--- config.mk ---
export PLATFORM = sky130hd
export DESIGN_NAME = srg_sysref_gen
export DESIGN_NICKNAME = d
export VERILOG_FILES = /design/src/pkg/srg_pkg.sv /design/src/core/srg_sysref_gen.sv
export VERILOG_INCLUDE_DIRS = /design/src /design/src/pkg
export SDC_FILE = /design/constraint.sdc
export NUM_CORES = 1
export LEC_CHECK = 0
export BUFFER_PORTS_ARGS = -buffer_cell sky130_fd_sc_hd__buf_2
export CAP_MARGIN = 20
export CORE_MARGIN = 2
export CORE_UTILIZATION = 30
export DETAILED_ROUTE_END_ITERATION = 12
export HOLD_SLACK_MARGIN = 0.05
export PLACE_DENSITY = 0.51
export SETUP_SLACK_MARGIN = 0.15
export SYNTH_ARGS = -nofsm -noshare
export SYNTH_HDL_FRONTEND = slang
export SYNTH_SLANG_ARGS = --single-unit
--- constraint.sdc ---
create_clock -name clk_i -period 2.7 [get_ports clk_i]
set_input_delay 0.27 -clock clk_i [delete_from_list [all_inputs] [get_ports clk_i]]
set_output_delay 0.27 -clock clk_i [all_outputs]
set_load 0.02 [all_outputs]
--- src/pkg/srg_defines.svh ---
`ifndef SRG_DEFINES_SVH
`define SRG_DEFINES_SVH
`define SRG_WAIT_RST 8'h00
`define SRG_PCNT_RST 8'h01
`define SRG_MODE_RST 3'h3
`define SRG_OPT_RST 2'h0
`define SRG_MODE_FAN_RAW 3'h0
`define SRG_MODE_FAN_SYNC 3'h1
`define SRG_MODE_EXT 3'h2
`define SRG_MODE_INT 3'h3
`define SRG_MODE_CONT 3'h4
`define SRG_MODE_STOP 3'h7
`define SRG_OPT_RISE 2'h0
`define SRG_OPT_FALL 2'h1
`define SRG_OPT_GATE_HI 2'h2
`define SRG_OPT_GATE_LO 2'h3
`endif

--- src/pkg/srg_pkg.sv ---
package srg_pkg;
   typedef enum logic [1:0] {
      SRG_IDLE,
      SRG_BURST,
      SRG_WAIT,
      SRG_GATED
   } srg_state_t;
   typedef logic [2:0] srg_mode_t;
   typedef logic [1:0] srg_opt_t;
endpackage

--- src/core/srg_sysref_gen.sv ---
// Notes on behaviour
// - Auto-repeat waits wait-count SYSREF periods between bursts.
// - A burst has exactly pulse-count pulses, one for a count of zero; pulse count resets to one.
// - Mode 000 raw fanout, 001 synced fanout, 010 external, 011 internal (reset).
// - Mode 100 drives SYSREF continuously as a clock.
// - Mode 111 stops continuous generation; 101 and 110 are reserved.
// - Option 00: mode 010 rising trigger starts burst; mode 011 single burst.
// - Option 01, mode 010: falling trigger edge starts one burst.
// - Option 01, mode 011: bursts repeat with programmed wait between them.
// - Option 10, mode 010: rising edge starts pulsing, falling edge stops.
`timescale 1ns/1ps
`include "srg_defines.svh"
module srg_sysref_gen #(
   parameter int CNT_W = 8
) (
   // Clock and reset
   input wire logic clk_i,
   input wire logic rst_i,
   // SYSREF half-period enable from the SYSREF divider
   input wire logic sysref_tick_i,
   // Control fields
   input wire logic [CNT_W-1:0] burst_wait_count_i,
   input wire logic [CNT_W-1:0] burst_pulse_count_i,
   input wire srg_pkg::srg_mode_t generation_mode_select_i,
   input wire srg_pkg::srg_opt_t pulse_option_select_i,
   input wire logic mode_write_i,
   // Pins
   input wire logic external_trigger_input_i,
   // Outputs
   output logic sysref_o,
   output logic busy_o
);
   import srg_pkg::*;

   srg_state_t state;
   srg_state_t next_state;
   logic [2:0] trig_sync;
   logic trig_lvl;
   logic [CNT_W-1:0] count;
   logic [CNT_W-1:0] next_count;
   logic half;
   logic cont_on;
   logic sysref_q;
   logic gate_stop;
   logic run;

   wire mode_ext = generation_mode_select_i == `SRG_MODE_EXT;
   wire mode_int = generation_mode_select_i == `SRG_MODE_INT;
   wire opt_rise = pulse_option_select_i == `SRG_OPT_RISE;
   wire opt_fall = pulse_option_select_i == `SRG_OPT_FALL;
   wire opt_ghi = pulse_option_select_i == `SRG_OPT_GATE_HI;
   wire opt_glo = pulse_option_select_i == `SRG_OPT_GATE_LO;
   // Second and third stage must agree before a change counts
   wire agree = trig_sync[1] == trig_sync[2];
   wire rise = agree && trig_sync[2] && !trig_lvl;
   wire fall = agree && !trig_sync[2] && trig_lvl;
   wire period_end = sysref_tick_i && half;
   wire period_start = sysref_tick_i && !half;
   // Only periods that began inside the burst are counted
   wire beat_end = period_end && run;
   wire gate_end = (state == SRG_GATED) && (gate_off || gate_stop);
   wire mode_wr_int = mode_write_i && mode_int;
   wire start_ext = mode_ext && ((opt_rise && rise) || (opt_fall && fall));
   wire start_int = mode_wr_int && (opt_rise || opt_fall);
   wire gate_on = mode_ext && ((opt_ghi && rise) || (opt_glo && fall));
   wire gate_off = (opt_ghi && fall) || (opt_glo && rise) || !mode_ext;
   wire auto_rep = mode_int && opt_fall;
   wire pulse_wave = sysref_tick_i ? !half : half;

   always_ff @(posedge clk_i or posedge rst_i) begin
      if (rst_i) begin
         trig_sync <= 3'h0;
         trig_lvl <= 1'b0;
      end else begin
         trig_sync <= {trig_sync[1:0], external_trigger_input_i};
         if (agree)
            trig_lvl <= trig_sync[2];
      end
   end

   // Half-period phase: high half then low half of each SYSREF period
   always_ff @(posedge clk_i or posedge rst_i) begin
      if (rst_i)
         half <= 1'b0;
      else if (sysref_tick_i)
         half <= !half;
   end

   // Bursts begin on a period boundary, so no runt or lost pulse
   always_ff @(posedge clk_i or posedge rst_i) begin
      if (rst_i)
         run <= 1'b0;
      else if (state != SRG_BURST && state != SRG_GATED)
         run <= 1'b0;
      else if (period_start)
         run <= 1'b1;
   end

   // Stop code clears it; reserved codes leave it untouched
   always_ff @(posedge clk_i or posedge rst_i) begin
      if (rst_i)
         cont_on <= 1'b0;
      else if (mode_write_i && generation_mode_select_i == `SRG_MODE_CONT)
         cont_on <= 1'b1;
      else if (mode_write_i && generation_mode_select_i == `SRG_MODE_STOP)
         cont_on <= 1'b0;
   end

   always_comb begin
      next_state = state;
      next_count = count;
      case (state)
         SRG_IDLE: begin
            if (start_ext || start_int) begin
               next_state = SRG_BURST;
               next_count = burst_pulse_count_i;
            end else if (gate_on) begin
               next_state = SRG_GATED;
            end
         end
         SRG_BURST: begin
            if (beat_end) begin
               next_count = count - 1'b1;
               if (count <= 1) begin
                  if (auto_rep && burst_wait_count_i != '0) begin
                     next_state = SRG_WAIT;
                     next_count = burst_wait_count_i;
                  end else if (auto_rep) begin
                     next_count = burst_pulse_count_i;
                  end else begin
                     next_state = SRG_IDLE;
                  end
               end
            end
         end
         SRG_WAIT: begin
            if (!auto_rep) begin
               next_state = SRG_IDLE;
            end else if (period_end) begin
               next_count = count - 1'b1;
               if (count <= 1) begin
                  next_state = SRG_BURST;
                  next_count = burst_pulse_count_i;
               end
            end
         end
         SRG_GATED: begin
            if (gate_end && (period_end || !half))
               next_state = SRG_IDLE;
         end
         default: begin
            next_state = SRG_IDLE;
         end
      endcase
   end

   always_ff @(posedge clk_i or posedge rst_i) begin
      if (rst_i) begin
         state <= SRG_IDLE;
         count <= '0;
      end else begin
         state <= next_state;
         count <= next_count;
      end
   end

   // Gated mode may finish its current period so no runt pulse leaves
   always_ff @(posedge clk_i or posedge rst_i) begin
      if (rst_i)
         gate_stop <= 1'b0;
      else if (state != SRG_GATED)
         gate_stop <= 1'b0;
      else if (gate_off)
         gate_stop <= 1'b1;
   end

   always_ff @(posedge clk_i or posedge rst_i) begin
      if (rst_i)
         sysref_q <= 1'b0;
      else if (generation_mode_select_i == `SRG_MODE_FAN_RAW)
         sysref_q <= external_trigger_input_i;
      else if (generation_mode_select_i == `SRG_MODE_FAN_SYNC)
         sysref_q <= trig_lvl;
      else if (cont_on)
         sysref_q <= pulse_wave;
      else if (state == SRG_BURST || state == SRG_GATED)
         sysref_q <= pulse_wave && (run || period_start) && !(gate_end && !half);
      else
         sysref_q <= 1'b0;
   end

   assign sysref_o = sysref_q;
   assign busy_o = state != SRG_IDLE;

   // Helper: pulses seen in current burst
   logic [CNT_W:0] seen;
   always_ff @(posedge clk_i or posedge rst_i) begin
      if (rst_i)
         seen <= '0;
      else if (state != SRG_BURST)
         seen <= '0;
      else if (beat_end)
         seen <= seen + 1'b1;
   end

   a_burst_len: assert property (@(posedge clk_i) disable iff (rst_i)
      (state == SRG_BURST && !auto_rep) |-> (seen < {1'b0, burst_pulse_count_i} || seen == '0))
      else $error("burst ran past pulse count");
   a_wait_entry: assert property (@(posedge clk_i) disable iff (rst_i)
      (state == SRG_BURST && next_state == SRG_WAIT) |=> count == $past(burst_wait_count_i))
      else $error("wait count not loaded");
   a_ext_rise: assert property (@(posedge clk_i) disable iff (rst_i)
      (state == SRG_IDLE && mode_ext && opt_rise && rise) |=> state == SRG_BURST)
      else $error("rising trigger did not start burst");
   a_ext_fall: assert property (@(posedge clk_i) disable iff (rst_i)
      (state == SRG_IDLE && mode_ext && opt_fall && fall) |=> state == SRG_BURST)
      else $error("falling trigger did not start burst");
   a_repeat_wait: assert property (@(posedge clk_i) disable iff (rst_i)
      (state == SRG_WAIT && auto_rep && count == 8'h01 && period_end) |=> state == SRG_BURST)
      else $error("repeat did not resume");
   a_gate_start: assert property (@(posedge clk_i) disable iff (rst_i)
      (state == SRG_IDLE && mode_ext && opt_ghi && rise) |=> state == SRG_GATED)
      else $error("gate did not open");
   a_gate_low: assert property (@(posedge clk_i) disable iff (rst_i)
      (state == SRG_IDLE && mode_ext && opt_glo && fall) |=> state == SRG_GATED)
      else $error("inverted gate did not open");
   a_cont_stop: assert property (@(posedge clk_i) disable iff (rst_i)
      (mode_write_i && generation_mode_select_i == `SRG_MODE_STOP) |=> !cont_on)
      else $error("stop code ignored");
   a_cont_run: assert property (@(posedge clk_i) disable iff (rst_i)
      (mode_write_i && generation_mode_select_i == `SRG_MODE_CONT) |=> cont_on)
      else $error("continuous mode not started");
   a_raw_fan: assert property (@(posedge clk_i) disable iff (rst_i)
      (generation_mode_select_i == `SRG_MODE_FAN_RAW) |=> sysref_o == $past(external_trigger_input_i))
      else $error("raw fanout wrong");
   a_sync_edge: assert property (@(posedge clk_i) disable iff (rst_i)
      rise |-> $past(external_trigger_input_i, 2) && $past(external_trigger_input_i, 3))
      else $error("edge taken before stages agree");
endmodule

# Word level (Yosys, flattened, before mapping)
# Index checks and enable logic that the tools add are counted.
[totals]
elab_cells = 119
reg_bits = 19
out_inout_bits = 2
in_bits = 26
[op_classes]
mux = 31
reduce_logical = 53
eq_ne = 24
magnitude_cmp = 1
addsub = 1
[op_table]
columns = ["op", "count"]
rows = [
  ["8-bit two-way mux", 8],
  ["1-bit logical AND", 27],
  ["8-bit case mux with 3 select lines", 1],
  ["2-bit two-way mux", 10],
  ["2-bit inequality test (second input constant)", 7],
  ["3-bit inequality test (second input constant)", 4],
  ["1-bit two-way mux", 11],
  ["1-bit logical OR", 10],
  ["2-bit == test (second input constant)", 4],
  ["8-bit by 1-bit <= comparator with 1-bit output (second input constant)", 1],
  ["2-bit case mux with 4 select lines", 1],
  ["2-bit nonzero test", 4],
  ["8-bit nonzero test", 1],
  ["8-bit by 1-bit subtractor with 8-bit output (second input constant)", 1],
  ["7-bit AND reduction", 1],
  ["3-bit by 2-bit == test with 1-bit output (second input constant)", 2],
  ["3-bit == test (second input constant)", 2],
  ["1-bit zero test", 5],
  ["5-bit AND reduction", 1],
  ["2-bit by 1-bit == test with 1-bit output (second input constant)", 2],
  ["2-bit zero test", 2],
  ["3-bit by 1-bit == test with 1-bit output (second input constant)", 1],
  ["3-bit zero test", 1],
  ["3-bit nonzero test", 1],
  ["2 further kinds", 2],
]

# Depth between registers and ports, before layout
[depth]
depth_word = 15
mapped_depth = 9
depth_no_buf = 7

# Worst setup path before layout
# Ideal clock, no wire load.
[synth_timing]
path_type = "input to register"
startpoint = "in generation_mode_select_i[2]"
endpoint = "reg count[6]"
path_slack_ps = 580
t_arrival_ps = 1993
n_path_buf = 1
required_ps = 2572
stages = 6
setup_ps = 128
path_cell_list = "or3b_1 -> buf_6 -> or3_4 -> a221o_4 -> nor2_8 -> mux2_1"
[synth_via]
elab_chain_len = 7
word_cells_on_any_way = 16
[synth_lines]
columns = ["item", "line", "text"]
rows = [
  ["start: declaration", "srg_sysref_gen.sv:24", "input wire srg_pkg::srg_mode_t generation_mode_select_i,"],
  ["3-bit by 2-bit == test with 1-bit output (no line)", "n/a", ""],
  ["1-bit logical AND", "srg_sysref_gen.sv:67", "wire auto_rep = mode_int && opt_fall;"],
  ["8-bit two-way mux / 1-bit logical AND (equally long branches)", "srg_sysref_gen.sv:128, srg_sysref_gen.sv:125", ""],
  ["8-bit two-way mux", "srg_sysref_gen.sv:125", "if (auto_rep && burst_wait_count_i != '0) begin"],
  ["8-bit two-way mux", "srg_sysref_gen.sv:124", "if (count <= 1) begin"],
  ["8-bit two-way mux", "srg_sysref_gen.sv:122", "if (beat_end) begin"],
  ["8-bit case mux with 3 select lines", "srg_sysref_gen.sv:112", "case (state)"],
  ["end signal: assignment", "srg_sysref_gen.sv:163", "count <= next_count;"],
  ["end: declaration", "srg_sysref_gen.sv:39", "logic [CNT_W-1:0] count;"],
]
# Several ways; a longest one is shown, not always the timed one. The select of a mux whose other input is x is not followed.
# A chain may end at the register's enable or synchronous reset.

# Worst setup path after layout
[layout_timing]
startpoint = "reg count[5]"
endpoint = "reg count[6]"
[layout_via]
elab_chain_len = 6
word_cells_on_any_way = 10
[layout_lines]
columns = ["item", "line", "text"]
rows = [
  ["8-bit by 1-bit subtractor with 8-bit output", "srg_sysref_gen.sv:123, srg_sysref_gen.sv:140", ""],
  ["8-bit two-way mux", "srg_sysref_gen.sv:128", "end else if (auto_rep) begin"],
  ["8-bit two-way mux", "srg_sysref_gen.sv:125", ""],
  ["8-bit two-way mux", "srg_sysref_gen.sv:124", ""],
  ["8-bit two-way mux", "srg_sysref_gen.sv:122", ""],
  ["8-bit case mux with 3 select lines (*)", "srg_sysref_gen.sv:112", ""],
]
# Every way passes the cells marked *; elsewhere a longest branch is shown, timed or not. The select of a mux whose other input is x is not followed.

==> flow_summary.yaml <==
synth:
  ys_seq_elements: 19
  ys_warn_count: 0
  synthTopCellsByArea: "dfrtp_1 (27%), ha_1 (7.9%), inv_1 (4.5%)"
  synthCells: 204
  netlist-cell-type-count: 63
  synth_seq_area_share_pct: 27.4
  netlist_area_um2: 1740
  synth_area_per_cell_um2: 8.51
  yosysMostFrequentCell: "inv_1"
  synth_top_area_share_pct: 27.4
  synth_top_area_cell: "dfrtp_1"
  ys.flop_type: "dfrtp_1"
  synthTopCellsByCount: "inv_1 (21), dfrtp_1 (19), nor2_1 (18)"
  async_flop_share_pct: 100
  synth-edff-count: 0
  syn_nets: 241
floorplanning:
  die_area_um2: 6410
  start_util_pct: 31.3
  die_h_um: 80.1
  io_pins: 28
  die_w_um: 80.1
  core-area_um2: 5540
  rows: 27
critical_path:
  timing.rr.end: "count[6]"
  worstPathRequired_ns: 2.90
  worst_setup_path_start_kind: "flop"
  rrSetupSlack_ns: 0.37
  critPathBufInv: 1
  crit_arrival_ns: 2.52
  slowest_delay_ns: 0.45
  crit_path_cell_trace: "nor4_1, buf_4, and3_1, a22oi_1, o32ai_1, mux2_1"
  reg2reg_depth: 6
  crit_path_max_fanout: 13
  worst-setup-path-type: "reg -> reg"
  cp-end-kind: "flop"
  reg2reg_from: "count[5]"
  cp_top_family: "simple AND/OR/NAND/NOR gates"
  cp_slowest_cell: "o32ai_1"
route:
  wl_per_cell_um: 16.4
  drtIter0Drc: 133
  num_vias: 1767
  postRouteWirelength_um: 5030
  firstDrtPassIters: 4
  ant_nets: 0
  drc_errors: 0
  viasPerCell: 5.76
clock_tree:
  cts_setup_buffers: 0
  clk_pin_slew_worst_paths_ns: 0.08
  h-tree-depth: 1
  clockBufferDepth: 2
  clock_sinks: 19
  clockRootBuffer: "clkbuf_8"
  cts_buffers: 3
  cts_resized: 0
  cts_hold_buf: 0
  cts_tree: "yes"
  worstSkewPairLatency_ns: 0.26
pwr:
  power_frac_comb_pct: 67.4
  p_per_area_nw_per_um2: 1060
  switching_share_pct: 48.7
  power_frac_seq_pct: 23.2
  switching_power_mw: 1.05
  p_int_mw: 1.10
  power_mw: 2.15
  p_leak_nw: 0.874
  ir_drop_mv: 0.395
  p_clk_share_pct: 9.4
cells_and_area:
  final_util_pct: 36.6
  antenna_cells: 0
  nFillCells: 609
  drive_gt1_share_pct: 20.0
  finalNetCount: 273
  regArea_um2: 475
  multiInputGateArea_um2: 1140
  finalInstanceArea_um2: 2030
  area_growth_pct: 16.9
placed_design:
  post_dp_cell_area_um2: 1980
  gp_congestion: 0.875
  portBuffers: 27
  hpwl_um: 3990
job:
  max-cap-violations: 0
grt:
  grt_pass1_vias: 1676
  antenna_found_initial: 0
  grt_max_degree: 20
  grt_util_all_layers_pct: 16.9
  grt_first_pass_wirelength_um: 8420
  gr-total-overflow: 0
status:
  status: "completed"
timing:
  timing.final.crit_share_pct: 86.2
  worst_pin_slew_ns: 0.770
  final_hold_viol_count: 0
  drv_slew: 0
  fin_skew_ns: 0.00659
  rsz0062_at_grt: "false"
  maxSlewHeadroom_pct: 48.6
  finalSetupViolCount: 0
  holdWs_ns: 0.136
  period_needed_ns: 2.33
  max_freq_mhz: 430
  setup_tns_ns: 0
worst_hold_path:
  hold_path_class: "in -> async"
[power groups by stage]
stage          combinational [mW]  clock [mW]  sequential, mW
2_1_floorplan                1.03           0           0.495
3_5_place_dp                 1.42           0           0.503
5_1_grt                      1.60       0.225           0.516
4_1_cts                      1.43       0.212           0.497
3_3_place_gp                 1.46           0           0.501
6_report                     1.45       0.203           0.498
[per-layer routing]
metal  share of wire, %  vias to the layer above  track usage (%)
met3                8.5                       14             4.83
met5                  0                        -                0
met1                 46                      824             23.9
met2                 43                       75             24.3
li1                   -                      854                -
met4                2.8                        0             6.10
[sequential cells by signal, indices dropped and copies added (netlist names)]
signal,count
count,8
trig_sync,3
state,2
cont_on,1
gate_stop,1
half,1
run,1
sysref_o,1
trig_lvl,1
[how the worst max path moves through the flow]
stage	start	to	slack, ns	cells past startpoint
3_5_place_dp	generation_mode_select_i[2]	count[6]	0.38	6
2_1_floorplan	generation_mode_select_i[2]	count[6]	0.58	6
6_report	count[5]	count[6]	0.37	6
3_3_place_gp	generation_mode_select_i[2]	count[6]	0.40	6
5_1_grt	count[5]	count[6]	0.24	6
4_1_cts	count[5]	count[6]	0.43	6
[cell type report]
cell class                 instances  area share (%)
inverter                          21            3.89
sequential                        19            23.4
clock buffer                       3            2.04
tap                               72            4.44
timing repair buffer              35            9.62
multi-input combinational        156            56.3
clock inverter                     1           0.247
[cells in the final DEF (no fill, tap or decap), drive strengths merged, types with 3 or more instances in the layout]
cell type / count
buf: 35
inv: 21
dfrtp: 19
nor2: 19
o21ai: 14
ha: 11
a21oi: 8
nand3: 7
nand2: 6
a31oi: 5
o31a: 4
nor4: 4
and3: 4
xor2: 3
a41oi: 3
o211ai: 3
o22ai: 3
a21o: 3
nor3: 3
a41o: 3
nand4b: 3
a211o: 3
clkbuf: 3
or3: 3
[kinds of logic (layout without fill, tap and decap cells)]
family	count (synthesis)	count (layout)	synth area share (%)
muxes	3	3	1.80
buffers and inverters	29	60	6.78
DFF	19	19	27.4
adders and majority gates	11	11	7.93
and+or+nand+nor	66	66	22.6
xor gates and xnor gates	3	3	1.51
AOI/OAI and AO/OA	73	73	32.0
[metrics by stage]
stage,setup slack (ns),cells
6_report,0.372,307
4_1_cts,0.429,307
2_1_floorplan,0.580,204
3_5_place_dp,0.382,303
5_1_grt,0.242,307
3_3_place_gp,0.396,303
Power figures use the tool's default switching activity.
